--- config.mk ---
export PLATFORM = sky130hd
export DESIGN_NAME = rtc_core
export DESIGN_NICKNAME = d
export VERILOG_FILES = /design/src/inc/rtc_pkg.sv /design/src/inc/rtc_fifo_if.sv /design/src/rtc_core.sv /design/src/rtc_fifo.sv
export VERILOG_INCLUDE_DIRS = /design/src /design/src/inc
export SDC_FILE = /design/constraint.sdc
export NUM_CORES = 1
export LEC_CHECK = 0
export BUFFER_PORTS_ARGS = -buffer_cell sky130_fd_sc_hd__buf_4
export CAP_MARGIN = 30
export CELL_PAD_IN_SITES_DETAIL_PLACEMENT = 0
export CELL_PAD_IN_SITES_GLOBAL_PLACEMENT = 2
export CORE_ASPECT_RATIO = 1.75
export CORE_MARGIN = 2
export CORE_UTILIZATION = 40
export DETAILED_ROUTE_END_ITERATION = 8
export PLACE_DENSITY_LB_ADDON = 0.1
export SETUP_SLACK_MARGIN = 0.15
export SYNTH_ARGS = -nofsm -noshare
export SYNTH_HDL_FRONTEND = slang
export SYNTH_SLANG_ARGS = --single-unit
export TNS_END_PERCENT = 100
--- constraint.sdc ---
create_clock -name clk -period 3.7 [get_ports clk]
set_input_delay 0.74 -clock clk [delete_from_list [all_inputs] [get_ports clk]]
set_output_delay 0.74 -clock clk [all_outputs]
set_load 0.01 [all_outputs]
--- src/inc/rtc_cfg.svh ---
/*
 Offsets, field positions, reset values and timing counts of the RTC core.
 Assumes a 100 MHz system clock and a 32.768 kHz crystal clock input.
*/
`ifndef RTC_CFG_SVH
`define RTC_CFG_SVH
`define RTC_CLK_MHZ 100
`define RTC_PRESC_LAST 16'h7fff
`define RTC_PRESC_HALF 16'h3fff
`define RTC_HALT_TIME_NS 40000
`define RTC_HALT_CYCLES (`RTC_HALT_TIME_NS * `RTC_CLK_MHZ / 1000)
`define RTC_TDELAY_US 100000
`define RTC_TDELAY_CYCLES (`RTC_TDELAY_US * `RTC_CLK_MHZ)
`define RTC_IDX_SEC 4'h0
`define RTC_IDX_MIN 4'h1
`define RTC_IDX_HOUR 4'h2
`define RTC_IDX_WDAY 4'h3
`define RTC_IDX_DAY 4'h4
`define RTC_IDX_MON 4'h5
`define RTC_IDX_YEAR 4'h6
`define RTC_IDX_TRIM 4'h7
`define RTC_IDX_AWMIN 4'h8
`define RTC_IDX_AWHOUR 4'h9
`define RTC_IDX_AWDAYS 4'ha
`define RTC_IDX_ADMIN 4'hb
`define RTC_IDX_ADHOUR 4'hc
`define RTC_IDX_CTRL1 4'hd
`define RTC_IDX_CTRL2 4'he
`define RTC_HOUR_PM 5
`define RTC_C1_WALE 3
`define RTC_C1_DALE 4
`define RTC_C1_H24 5
`define RTC_C2_CTFG 0
`define RTC_C2_DAFG 1
`define RTC_C2_WAFG 2
`define RTC_C2_VDFG 3
`define RTC_C2_XSTP 4
`define RTC_C2_PON 5
`define RTC_C2_CHGOFF 6
`define RTC_C2_OVF 7
`define RTC_RST_ONE 8'h01
`define RTC_RST_ZERO 8'h00
`define RTC_RST_FLAGS 8'h20
`endif

--- src/inc/rtc_pkg.sv ---
/*
 Types of the RTC core.
 Assumes rtc_cfg.svh for all numeric constants.
*/
`default_nettype none
package rtc_pkg;
  typedef enum logic [1:0] {
    RTC_PH_CMD = 2'b00,
    RTC_PH_WRITE = 2'b01,
    RTC_PH_READ = 2'b10
  } rtc_phase_t;
  typedef enum logic [2:0] {
    RTC_PI_OFF = 3'b000,
    RTC_PI_HALF = 3'b001,
    RTC_PI_SEC = 3'b010,
    RTC_PI_MIN = 3'b011,
    RTC_PI_HOUR = 3'b100,
    RTC_PI_DAY = 3'b101,
    RTC_PI_MONTH = 3'b110
  } rtc_period_t;
endpackage
`default_nettype wire

--- src/inc/rtc_fifo_if.sv ---
/*
 Valid/ready carrier between the serial write path and its FIFO.
 Assumes both ends run on the same clock.
*/
`default_nettype none
interface rtc_fifo_if #(parameter int WIDTH = 12);
  logic [WIDTH-1:0] in_data;
  logic in_valid;
  logic in_ready;
  logic [WIDTH-1:0] out_data;
  logic out_valid;
  logic out_ready;
  modport fifo (input in_data, in_valid, out_ready,
    output in_ready, out_data, out_valid);
  modport user (output in_data, in_valid, out_ready,
    input in_ready, out_data, out_valid);
endinterface
`default_nettype wire

--- src/rtc_core.sv ---
/*
 Real-time clock core with a three-wire serial host port.
 Assumes crystal, serial and supply comparator inputs are asynchronous pins;
 the chip-enable pad carries a pull-down and open-drain wires a pull-up.
*/
`default_nettype none
`include "rtc_cfg.svh"
module rtc_core #(
  parameter int TDELAY_CYCLES = `RTC_TDELAY_CYCLES
) (
  input wire logic clk,
  input wire logic resetn,
  input wire logic xtal_clk,
  input wire logic chip_enable,
  input wire logic serial_clk,
  input wire logic serial_data_line_i,
  output logic serial_data_line_o,
  output logic serial_data_line_oe,
  output logic interrupt_out_n_o,
  output logic interrupt_out_n_oe,
  output logic sub_clock_out,
  input wire logic supply_low,
  input wire logic supply_monitor_low,
  output logic supply_good_out_n_o,
  output logic supply_good_out_n_oe,
  output logic charge_switch,
  output logic power_on_flag,
  output logic osc_halt_flag,
  output logic supply_drop_flag
);
  typedef struct packed {
    logic [2:0] xt;
    logic [2:0] sck;
    logic [1:0] ce;
    logic [1:0] sdi;
    logic [1:0] sup;
    logic [1:0] mon;
    logic [15:0] presc;
    logic [7:0] sec, min, hour, wday, day, mon_c, year, trim;
    logic [7:0] awmin, awhour, awdays, admin, adhour, ctrl1, flags;
    logic [11:0] halt_cnt;
    logic min_start;
    rtc_pkg::rtc_phase_t phase;
    logic [2:0] bitcnt;
    logic [7:0] shin, shout;
    logic [3:0] ptr;
    logic sdo, sdo_oe;
    logic [23:0] good_cnt;
    logic good;
    logic clk_out;
  } rtc_state_t;

  rtc_state_t r_reg, r_next;
  rtc_fifo_if #(.WIDTH(12)) wq ();

  rtc_fifo #(.WIDTH(12), .DEPTH(16)) u_fifo (
    .clk(clk),
    .resetn(resetn),
    .port(wq.fifo)
  );

  function automatic logic [7:0] bcd_inc(input logic [7:0] v);
    if (v[3:0] == 4'h9) begin
      bcd_inc = {v[7:4] + 4'h1, 4'h0};
    end else begin
      bcd_inc = {v[7:4], v[3:0] + 4'h1};
    end
  endfunction

  // Years 00..99 map to 2000..2099, all multiples of four are leap
  function automatic logic [7:0] last_day(input logic [7:0] m,
      input logic [7:0] y);
    logic leap;
    leap = y[4] ? (y[3:0] == 4'h2 || y[3:0] == 4'h6)
                : (y[3:0] == 4'h0 || y[3:0] == 4'h4 || y[3:0] == 4'h8);
    case (m)
      8'h02: last_day = leap ? 8'h29 : 8'h28;
      8'h04, 8'h06, 8'h09, 8'h11: last_day = 8'h30;
      default: last_day = 8'h31;
    endcase
  endfunction

  logic xt_tick, sck_rise, sck_fall, ce_on;
  logic sec_evt, half_evt, min_evt, hour_evt, day_evt, mon_evt;
  logic period_evt, adj_sec, wr_en, h24;
  logic [15:0] limit;
  logic [3:0] wr_idx;
  logic [7:0] wr_val, rd_val;
  logic [7:0] hb;

  assign xt_tick = r_reg.xt[1] && !r_reg.xt[2];
  assign sck_rise = r_reg.sck[1] && !r_reg.sck[2];
  assign sck_fall = !r_reg.sck[1] && r_reg.sck[2];
  assign ce_on = r_reg.ce[1];
  assign h24 = r_reg.ctrl1[`RTC_C1_H24];
  assign {wr_idx, wr_val} = wq.out_data;
  // Register writes wait out the calendar update cycle
  assign wq.out_ready = !xt_tick;
  assign wr_en = wq.out_valid && wq.out_ready;

  always_comb begin
    case (r_reg.ptr)
      `RTC_IDX_SEC: rd_val = r_reg.sec;
      `RTC_IDX_MIN: rd_val = r_reg.min;
      `RTC_IDX_HOUR: rd_val = r_reg.hour;
      `RTC_IDX_WDAY: rd_val = r_reg.wday;
      `RTC_IDX_DAY: rd_val = r_reg.day;
      `RTC_IDX_MON: rd_val = r_reg.mon_c;
      `RTC_IDX_YEAR: rd_val = r_reg.year;
      `RTC_IDX_TRIM: rd_val = r_reg.trim;
      `RTC_IDX_AWMIN: rd_val = r_reg.awmin;
      `RTC_IDX_AWHOUR: rd_val = r_reg.awhour;
      `RTC_IDX_AWDAYS: rd_val = r_reg.awdays;
      `RTC_IDX_ADMIN: rd_val = r_reg.admin;
      `RTC_IDX_ADHOUR: rd_val = r_reg.adhour;
      `RTC_IDX_CTRL1: rd_val = r_reg.ctrl1;
      `RTC_IDX_CTRL2: rd_val = r_reg.flags;
      default: rd_val = 8'h00;
    endcase
  end

  always_comb begin
    r_next = r_reg;
    sec_evt = 1'b0;
    half_evt = 1'b0;
    min_evt = 1'b0;
    hour_evt = 1'b0;
    day_evt = 1'b0;
    mon_evt = 1'b0;
    period_evt = 1'b0;
    hb = 8'h00;
    wq.in_valid = 1'b0;
    wq.in_data = {r_reg.ptr, r_reg.shin[6:0], r_reg.sdi[1]};
    r_next.xt = {r_reg.xt[1:0], xtal_clk};
    r_next.sck = {r_reg.sck[1:0], serial_clk};
    r_next.ce = {r_reg.ce[0], chip_enable};
    r_next.sdi = {r_reg.sdi[0], serial_data_line_i};
    r_next.sup = {r_reg.sup[0], supply_low};
    r_next.mon = {r_reg.mon[0], supply_monitor_low};
    r_next.clk_out = r_reg.xt[1];
    r_next.min_start = 1'b0;

    // Every other tens-of-seconds step (x0, x20, x40) gets the trim
    adj_sec = (r_reg.sec[3:0] == 4'h0) && !r_reg.sec[4];
    limit = adj_sec ? `RTC_PRESC_LAST - {{9{r_reg.trim[6]}}, r_reg.trim[6:0]}
                    : `RTC_PRESC_LAST;
    if (xt_tick) begin
      r_next.halt_cnt = '0;
      if (r_reg.presc >= limit) begin
        r_next.presc = '0;
        sec_evt = 1'b1;
      end else begin
        r_next.presc = r_reg.presc + 16'h0001;
      end
      half_evt = sec_evt || (r_reg.presc == `RTC_PRESC_HALF);
    end else if (r_reg.halt_cnt == 12'(`RTC_HALT_CYCLES)) begin
      r_next.flags[`RTC_C2_XSTP] = 1'b1;
    end else begin
      r_next.halt_cnt = r_reg.halt_cnt + 12'h001;
    end

    // BCD time and calendar chain
    if (sec_evt) begin
      r_next.sec = bcd_inc(r_reg.sec);
      if (r_reg.sec == 8'h59) begin
        r_next.sec = 8'h00;
        min_evt = 1'b1;
        r_next.min_start = 1'b1;
        r_next.min = bcd_inc(r_reg.min);
      end
      if (min_evt && r_reg.min == 8'h59) begin
        r_next.min = 8'h00;
        hour_evt = 1'b1;
        hb = {2'b00, r_reg.hour[5:0]};
        if (h24) begin
          day_evt = (r_reg.hour == 8'h23);
          r_next.hour = day_evt ? 8'h00 : bcd_inc(r_reg.hour);
        end else begin
          hb = {3'b000, r_reg.hour[4:0]};
          day_evt = (hb == 8'h11) && r_reg.hour[`RTC_HOUR_PM];
          r_next.hour = (hb == 8'h12) ? 8'h01 : bcd_inc(hb);
          r_next.hour[`RTC_HOUR_PM] = r_reg.hour[`RTC_HOUR_PM] ^ (hb == 8'h11);
        end
      end
      if (day_evt) begin
        r_next.wday = (r_reg.wday == 8'h06) ? 8'h00 : r_reg.wday + 8'h01;
        r_next.day = bcd_inc(r_reg.day);
        if (r_reg.day == last_day(r_reg.mon_c, r_reg.year)) begin
          r_next.day = 8'h01;
          mon_evt = 1'b1;
          r_next.mon_c = (r_reg.mon_c == 8'h12) ? 8'h01 : bcd_inc(r_reg.mon_c);
          if (r_reg.mon_c == 8'h12) begin
            r_next.year = (r_reg.year == 8'h99) ? 8'h00 : bcd_inc(r_reg.year);
          end
        end
      end
    end

    case (rtc_pkg::rtc_period_t'(r_reg.ctrl1[2:0]))
      rtc_pkg::RTC_PI_HALF: period_evt = half_evt;
      rtc_pkg::RTC_PI_SEC: period_evt = sec_evt;
      rtc_pkg::RTC_PI_MIN: period_evt = min_evt;
      rtc_pkg::RTC_PI_HOUR: period_evt = hour_evt;
      rtc_pkg::RTC_PI_DAY: period_evt = day_evt;
      rtc_pkg::RTC_PI_MONTH: period_evt = mon_evt;
      default: period_evt = 1'b0;
    endcase

    // Software writes; a flag bit written as zero is cleared
    if (wr_en) begin
      case (wr_idx)
        `RTC_IDX_SEC: begin
          r_next.sec = wr_val;
          r_next.presc = '0;
        end
        `RTC_IDX_MIN: r_next.min = wr_val;
        `RTC_IDX_HOUR: r_next.hour = wr_val;
        `RTC_IDX_WDAY: r_next.wday = wr_val;
        `RTC_IDX_DAY: r_next.day = wr_val;
        `RTC_IDX_MON: r_next.mon_c = wr_val;
        `RTC_IDX_YEAR: r_next.year = wr_val;
        `RTC_IDX_TRIM: r_next.trim = wr_val;
        `RTC_IDX_AWMIN: r_next.awmin = wr_val;
        `RTC_IDX_AWHOUR: r_next.awhour = wr_val;
        `RTC_IDX_AWDAYS: r_next.awdays = wr_val;
        `RTC_IDX_ADMIN: r_next.admin = wr_val;
        `RTC_IDX_ADHOUR: r_next.adhour = wr_val;
        `RTC_IDX_CTRL1: r_next.ctrl1 = wr_val;
        `RTC_IDX_CTRL2: begin
          r_next.flags = r_next.flags & wr_val;
          r_next.flags[`RTC_C2_CHGOFF] = wr_val[`RTC_C2_CHGOFF];
        end
        default: r_next.flags = r_next.flags;
      endcase
    end

    // Event sets except XSTP are applied last so they win over a same-cycle clear
    if (period_evt) begin
      r_next.flags[`RTC_C2_CTFG] = 1'b1;
    end
    if (r_reg.min_start) begin
      if (r_reg.min == r_reg.admin && r_reg.hour == r_reg.adhour) begin
        r_next.flags[`RTC_C2_DAFG] = 1'b1;
      end
      if (r_reg.min == r_reg.awmin && r_reg.hour == r_reg.awhour &&
          r_reg.awdays[r_reg.wday[2:0]]) begin
        r_next.flags[`RTC_C2_WAFG] = 1'b1;
      end
    end
    if (r_reg.mon[1]) begin
      r_next.flags[`RTC_C2_VDFG] = 1'b1;
    end

    // Serial port: sample on rising edges, drive on falling edges
    if (!ce_on) begin
      r_next.phase = rtc_pkg::RTC_PH_CMD;
      r_next.bitcnt = 3'h0;
      r_next.sdo_oe = 1'b0;
    end else begin
      if (sck_rise) begin
        r_next.shin = {r_reg.shin[6:0], r_reg.sdi[1]};
        r_next.bitcnt = r_reg.bitcnt + 3'h1;
        if (r_reg.bitcnt == 3'h7) begin
          case (r_reg.phase)
            rtc_pkg::RTC_PH_CMD: begin
              // Command byte is {shin[6:0], current bit}: bit6 is shin[5]
              r_next.ptr = {r_reg.shin[2:0], r_reg.sdi[1]};
              r_next.phase = r_reg.shin[5] ? rtc_pkg::RTC_PH_READ
                                           : rtc_pkg::RTC_PH_WRITE;
            end
            rtc_pkg::RTC_PH_WRITE: begin
              wq.in_valid = 1'b1;
              r_next.ptr = r_reg.ptr + 4'h1;
              if (!wq.in_ready) begin
                r_next.flags[`RTC_C2_OVF] = 1'b1;
              end
            end
            default: r_next.phase = r_reg.phase;
          endcase
        end
      end
      if (sck_fall && r_reg.phase == rtc_pkg::RTC_PH_READ) begin
        r_next.sdo_oe = 1'b1;
        if (r_reg.bitcnt == 3'h0) begin
          r_next.sdo = rd_val[7];
          r_next.shout = {rd_val[6:0], 1'b0};
          r_next.ptr = r_reg.ptr + 4'h1;
        end else begin
          r_next.sdo = r_reg.shout[7];
          r_next.shout = {r_reg.shout[6:0], 1'b0};
        end
      end
    end

    // Supply-good delay after recovery
    if (r_reg.sup[1]) begin
      r_next.good = 1'b0;
      r_next.good_cnt = '0;
    end else if (!r_reg.good) begin
      if (r_reg.good_cnt == 24'(TDELAY_CYCLES - 1)) begin
        r_next.good = 1'b1;
      end else begin
        r_next.good_cnt = r_reg.good_cnt + 24'h00_0001;
      end
    end
  end

  always_ff @(posedge clk or negedge resetn) begin
    if (!resetn) begin
      r_reg <= '0;
      r_reg.day <= `RTC_RST_ONE;
      r_reg.mon_c <= `RTC_RST_ONE;
      r_reg.flags <= `RTC_RST_FLAGS;
      r_reg.phase <= rtc_pkg::RTC_PH_CMD;
    end else begin
      r_reg <= r_next;
    end
  end

  // Interrupt only from an enabled source; enables reset to zero
  assign interrupt_out_n_o = 1'b0;
  assign interrupt_out_n_oe =
    (r_reg.flags[`RTC_C2_WAFG] && r_reg.ctrl1[`RTC_C1_WALE]) ||
    (r_reg.flags[`RTC_C2_DAFG] && r_reg.ctrl1[`RTC_C1_DALE]) ||
    (r_reg.flags[`RTC_C2_CTFG] && r_reg.ctrl1[2:0] != 3'h0);
  assign serial_data_line_o = r_reg.sdo;
  assign serial_data_line_oe = r_reg.sdo_oe && ce_on;
  assign sub_clock_out = r_reg.clk_out;
  assign supply_good_out_n_o = 1'b0;
  assign supply_good_out_n_oe = !r_reg.good;
  assign charge_switch =
    !(r_reg.good && r_reg.flags[`RTC_C2_CHGOFF]);
  assign power_on_flag = r_reg.flags[`RTC_C2_PON];
  assign osc_halt_flag = r_reg.flags[`RTC_C2_XSTP];
  assign supply_drop_flag = r_reg.flags[`RTC_C2_VDFG];
endmodule // rtc_core
`default_nettype wire

--- src/rtc_fifo.sv ---
/*
 Show-ahead FIFO whose head word comes out of a register.
 Assumes a single clock and a driver that respects in_ready.
*/
`default_nettype none
module rtc_fifo #(
  parameter int WIDTH = 12,
  parameter int DEPTH = 16
) (
  input wire logic clk,
  input wire logic resetn,
  rtc_fifo_if.fifo port
);
  localparam int AW = $clog2(DEPTH);
  typedef struct packed {
    logic [AW-1:0] wr_ptr;
    logic [AW-1:0] rd_ptr;
    logic [AW:0] count;
    logic [WIDTH-1:0] head;
  } rtc_fifo_state_t;
  rtc_fifo_state_t r_reg, r_next;
  logic [WIDTH-1:0] mem [DEPTH];
  logic push, pop;

  assign port.in_ready = (r_reg.count != DEPTH[AW:0]);
  assign port.out_valid = (r_reg.count != '0);
  assign port.out_data = r_reg.head;
  assign push = port.in_valid && port.in_ready;
  assign pop = port.out_valid && port.out_ready;

  always_comb begin
    r_next = r_reg;
    if (push) begin
      r_next.wr_ptr = r_reg.wr_ptr + AW'(1);
    end
    if (pop) begin
      r_next.rd_ptr = r_reg.rd_ptr + AW'(1);
    end
    r_next.count = r_reg.count + {{AW{1'b0}}, push} - {{AW{1'b0}}, pop};
    // Bypass when the word being written becomes the head
    if (push && r_reg.wr_ptr == r_next.rd_ptr) begin
      r_next.head = port.in_data;
    end else begin
      r_next.head = mem[r_next.rd_ptr];
    end
  end

  always_ff @(posedge clk) begin
    if (push) begin
      mem[r_reg.wr_ptr] <= port.in_data;
    end
  end

  always_ff @(posedge clk or negedge resetn) begin
    if (!resetn) begin
      r_reg <= '0;
    end else begin
      r_reg <= r_next;
    end
  end
endmodule // rtc_fifo
`default_nettype wire

==> flow_summary.toml <==
[setup_path]
worstSetupStartpointType = "register"
worstPathArrival_ns = 3.86
crit_fanout = 10
criticalPathCategory = "reg2reg"
critPathMaxStageDelay_ns = 0.50
worst_setup_path_end_kind = "register"
cp_slowest_cell = "or4_1"
worstPathRequired_ns = 4.19
crit_path_cell_trace = "inv_1, ha_1, nor4b_4, buf_4, buf_4, and2_1, ha_1, o211ai_1, o21ai_1, o211a_4, buf_12, o2111ai_4, or4_1, a31oi_1"
reg2reg_depth = 14

[floorplan]
start_util_pct = 40.2
rows = 117
core_area_um2 = 57800
die_width_um = 186
die_h_um = 323
ioPinCount = 19
die_area_um2 = 60200

[timing]
final-max-slew-violation-count = 0
rsz0062_at_grt = "no"
final.setup.tns_ns = 0
period_needed_ns = 3.37
hold_viol = 0
final.setup_skew_ns = 0.0117
finalSetupViolCount = 0
period_share_pct = 91.0
worstMarginPinSlew_ns = 1.07
slew_headroom_pct = 28.7
max_freq_mhz = 297

[logic_synthesis]
ys_seq_area_share_pct = 50.4
synth_area_leaders = "dfrtp_1 (25%), edfxtp_1 (25%), mux2i_1 (5.0%)"
ys_types = 92
syn-cell-area_um2 = 23300
synth-edff-count = 192
yosys.area.top_type_share_pct = 25.3
synth-seq-cells = 430
syn_inst = 2103
syn_avg_cell_area_um2 = 11.1
synthArstFlopShare_pct = 55.3
yosys_warnings = 0
synth_area_leader_cell = "dfrtp_1"
synth_flop_cell = "dfrtp_1"

[clock_network]
root_buffer = "clkbuf_16"
clock_path_buffers = 3
clkSlewWorstSetupHoldPaths_ns = 0.07
clk_latency_ns = 0.57
htreeDepth = 2
cts_tree = "yes"
cts_buffers = 42
numClockSinks = 430

[placement]
place_congestion = 0.877
dp_hpwl_mm = 52.4
io_buffers = 16

[global_route]
grt_antenna_before_repair = 1
grt_pass1_vias = 17545
grtUsageMet1_pct = 26.3
grt_max_degree = 102
met2_usage_pct = 48.0
grtUsageMet3_pct = 2.76
grt_pass1_wl_mm = 112
busiest_layer = "met2"
track_usage_pct = 25.3
grt.overflow.total = 0

[layout]
antenna_cells = 0
drive_above_1_share_pct = 16.6
syn2layout_area_growth_pct = 13.5
final_nets = 2201
final_common_cell = "dfrtp_1"
largest_reg_flops = 198
fin_util_pct = 45.7
layout_common_cells = "dfrtp_1 (232), edfxtp_1 (192), nor2_1 (163), a21oi_1 (156), nand2_1 (127)"

[hold_path]
hold_path_class = "in2async"

[routing]
drc = 0
vias_per_cell = 5.77
antenna_left = 0
wl_per_cell_um = 25.4
drt_first_iter_violations = 923
drt-pass1-iter-count = 6
wirelength_mm = 74.8
num_vias = 17015

[pwr]
power.density_nw_per_um2 = 409
ir_drop_mv = 0.350
p_leak_nw = 9.74

[job]
cap_violations = 0

[run_status]
status = "complete, no violations"
## critical path, delay by kind of cell, from the launching register on
family          cells  cell delay (ns)
fa+ha+maj           2             0.29
simple gates        3             0.99
compound gates      5             1.03
buf+inv             4             0.55
flops               1             0.43
## cell type report
type	count	area (µm²)
multi-input cells	1488	10800
well taps	773	967
inverters	49	185
repair buffers	132	1200
clock inverters	20	315
flip-flops and latches	430	11700
fillers	5392	31400
clock buffers	56	1170
## through the flow
step	instance area (µm²)	hold WS, ns	cells	setup WS (ns)	power [W]
after floorplan	23300	0.331	2104	0.617	0.00583
after global placement	24700	0.332	2862	0.172	0.00615
after detailed placement	24800	0.336	2865	0.102	0.00617
after CTS	26300	0.188	2941	0.145	0.0109
after global routing	26400	0.207	2948	0.143	0.0112
final	26400	0.143	2948	0.331	0.0108
## repair_timing
action	4_1_cts	5_1_grt
hold buffers	0	0
resized for setup	2	7
buffers inserted	0	6
endpoints found under the setup margin	14	33
pin swaps	1	4
## routing by layer
layer	wire [µm]	share of wire, %
met5	0	0
met4	4820	6.4
met3	2310	3.1
met2	41100	55
met1	26600	36
## synth_stat cells, drive strengths merged, types with 49 or more instances
master / instances
ha: 49
edfxtp: 192
nor2: 165
buf: 55
dfrtp: 235
mux2i: 116
clkbuf: 82
a21oi: 157
nand3: 58
nand2: 130
a211oi: 102
xnor2: 65
o21ai: 77
mux2: 85
nor2b: 113
## logic make-up (layout without fill, tap and decap cells)
kind of cell             count (synthesis)  in the layout  synth area share (%)
AO/OA/AOI/OAI                          491            491                  14.1
XOR/XNOR                               102            102                  3.87
adder cells (fa/ha/maj)                 50             50                  2.72
buffers and inverters                  186            257                  3.47
flip-flops                             430            430                  50.4
multiplexers                           228            228                  11.7
other                                    1              2                0.0161
AND/OR/NAND/NOR                        615            615                  13.7
## path summary, 6_finish.rpt
| path | start | end | slack (ns) |
|---|---|---|---|
| worst max-delay path | r_reg[179]$_DFF_PN0_ | r_reg[145]$_DFF_PN0_ | 0.33 |
| worst min-delay path | resetn | r_reg[58]$_DFFE_PN0P_ | 0.14 |
| worst max register to register | r_reg[179]$_DFF_PN0_ | r_reg[145]$_DFF_PN0_ | 0.33 |
| worst min register to register | r_next[205]$_DFF_PN0_ | r_reg[205]$_DFF_PN0_ | 0.35 |
| max in group asynchronous | resetn | power_on_flag$_DFFE_PN1P_ | 2.55 |
| min in group clk | xtal_clk | r_next[214]$_DFF_PN0_ | 0.27 |
## report_power, final
| group | switching (W) | leakage [nW] | internal, W |
|---|---|---|---|
| combinational | 0.000348 | 4.11 | 0.000229 |
| clock | 0.00194 | 0.726 | 0.00280 |
| sequential | 0.000273 | 4.90 | 0.00521 |
| total | 0.00256 | 9.74 | 0.00824 |
Power figures use the tool's default switching activity.
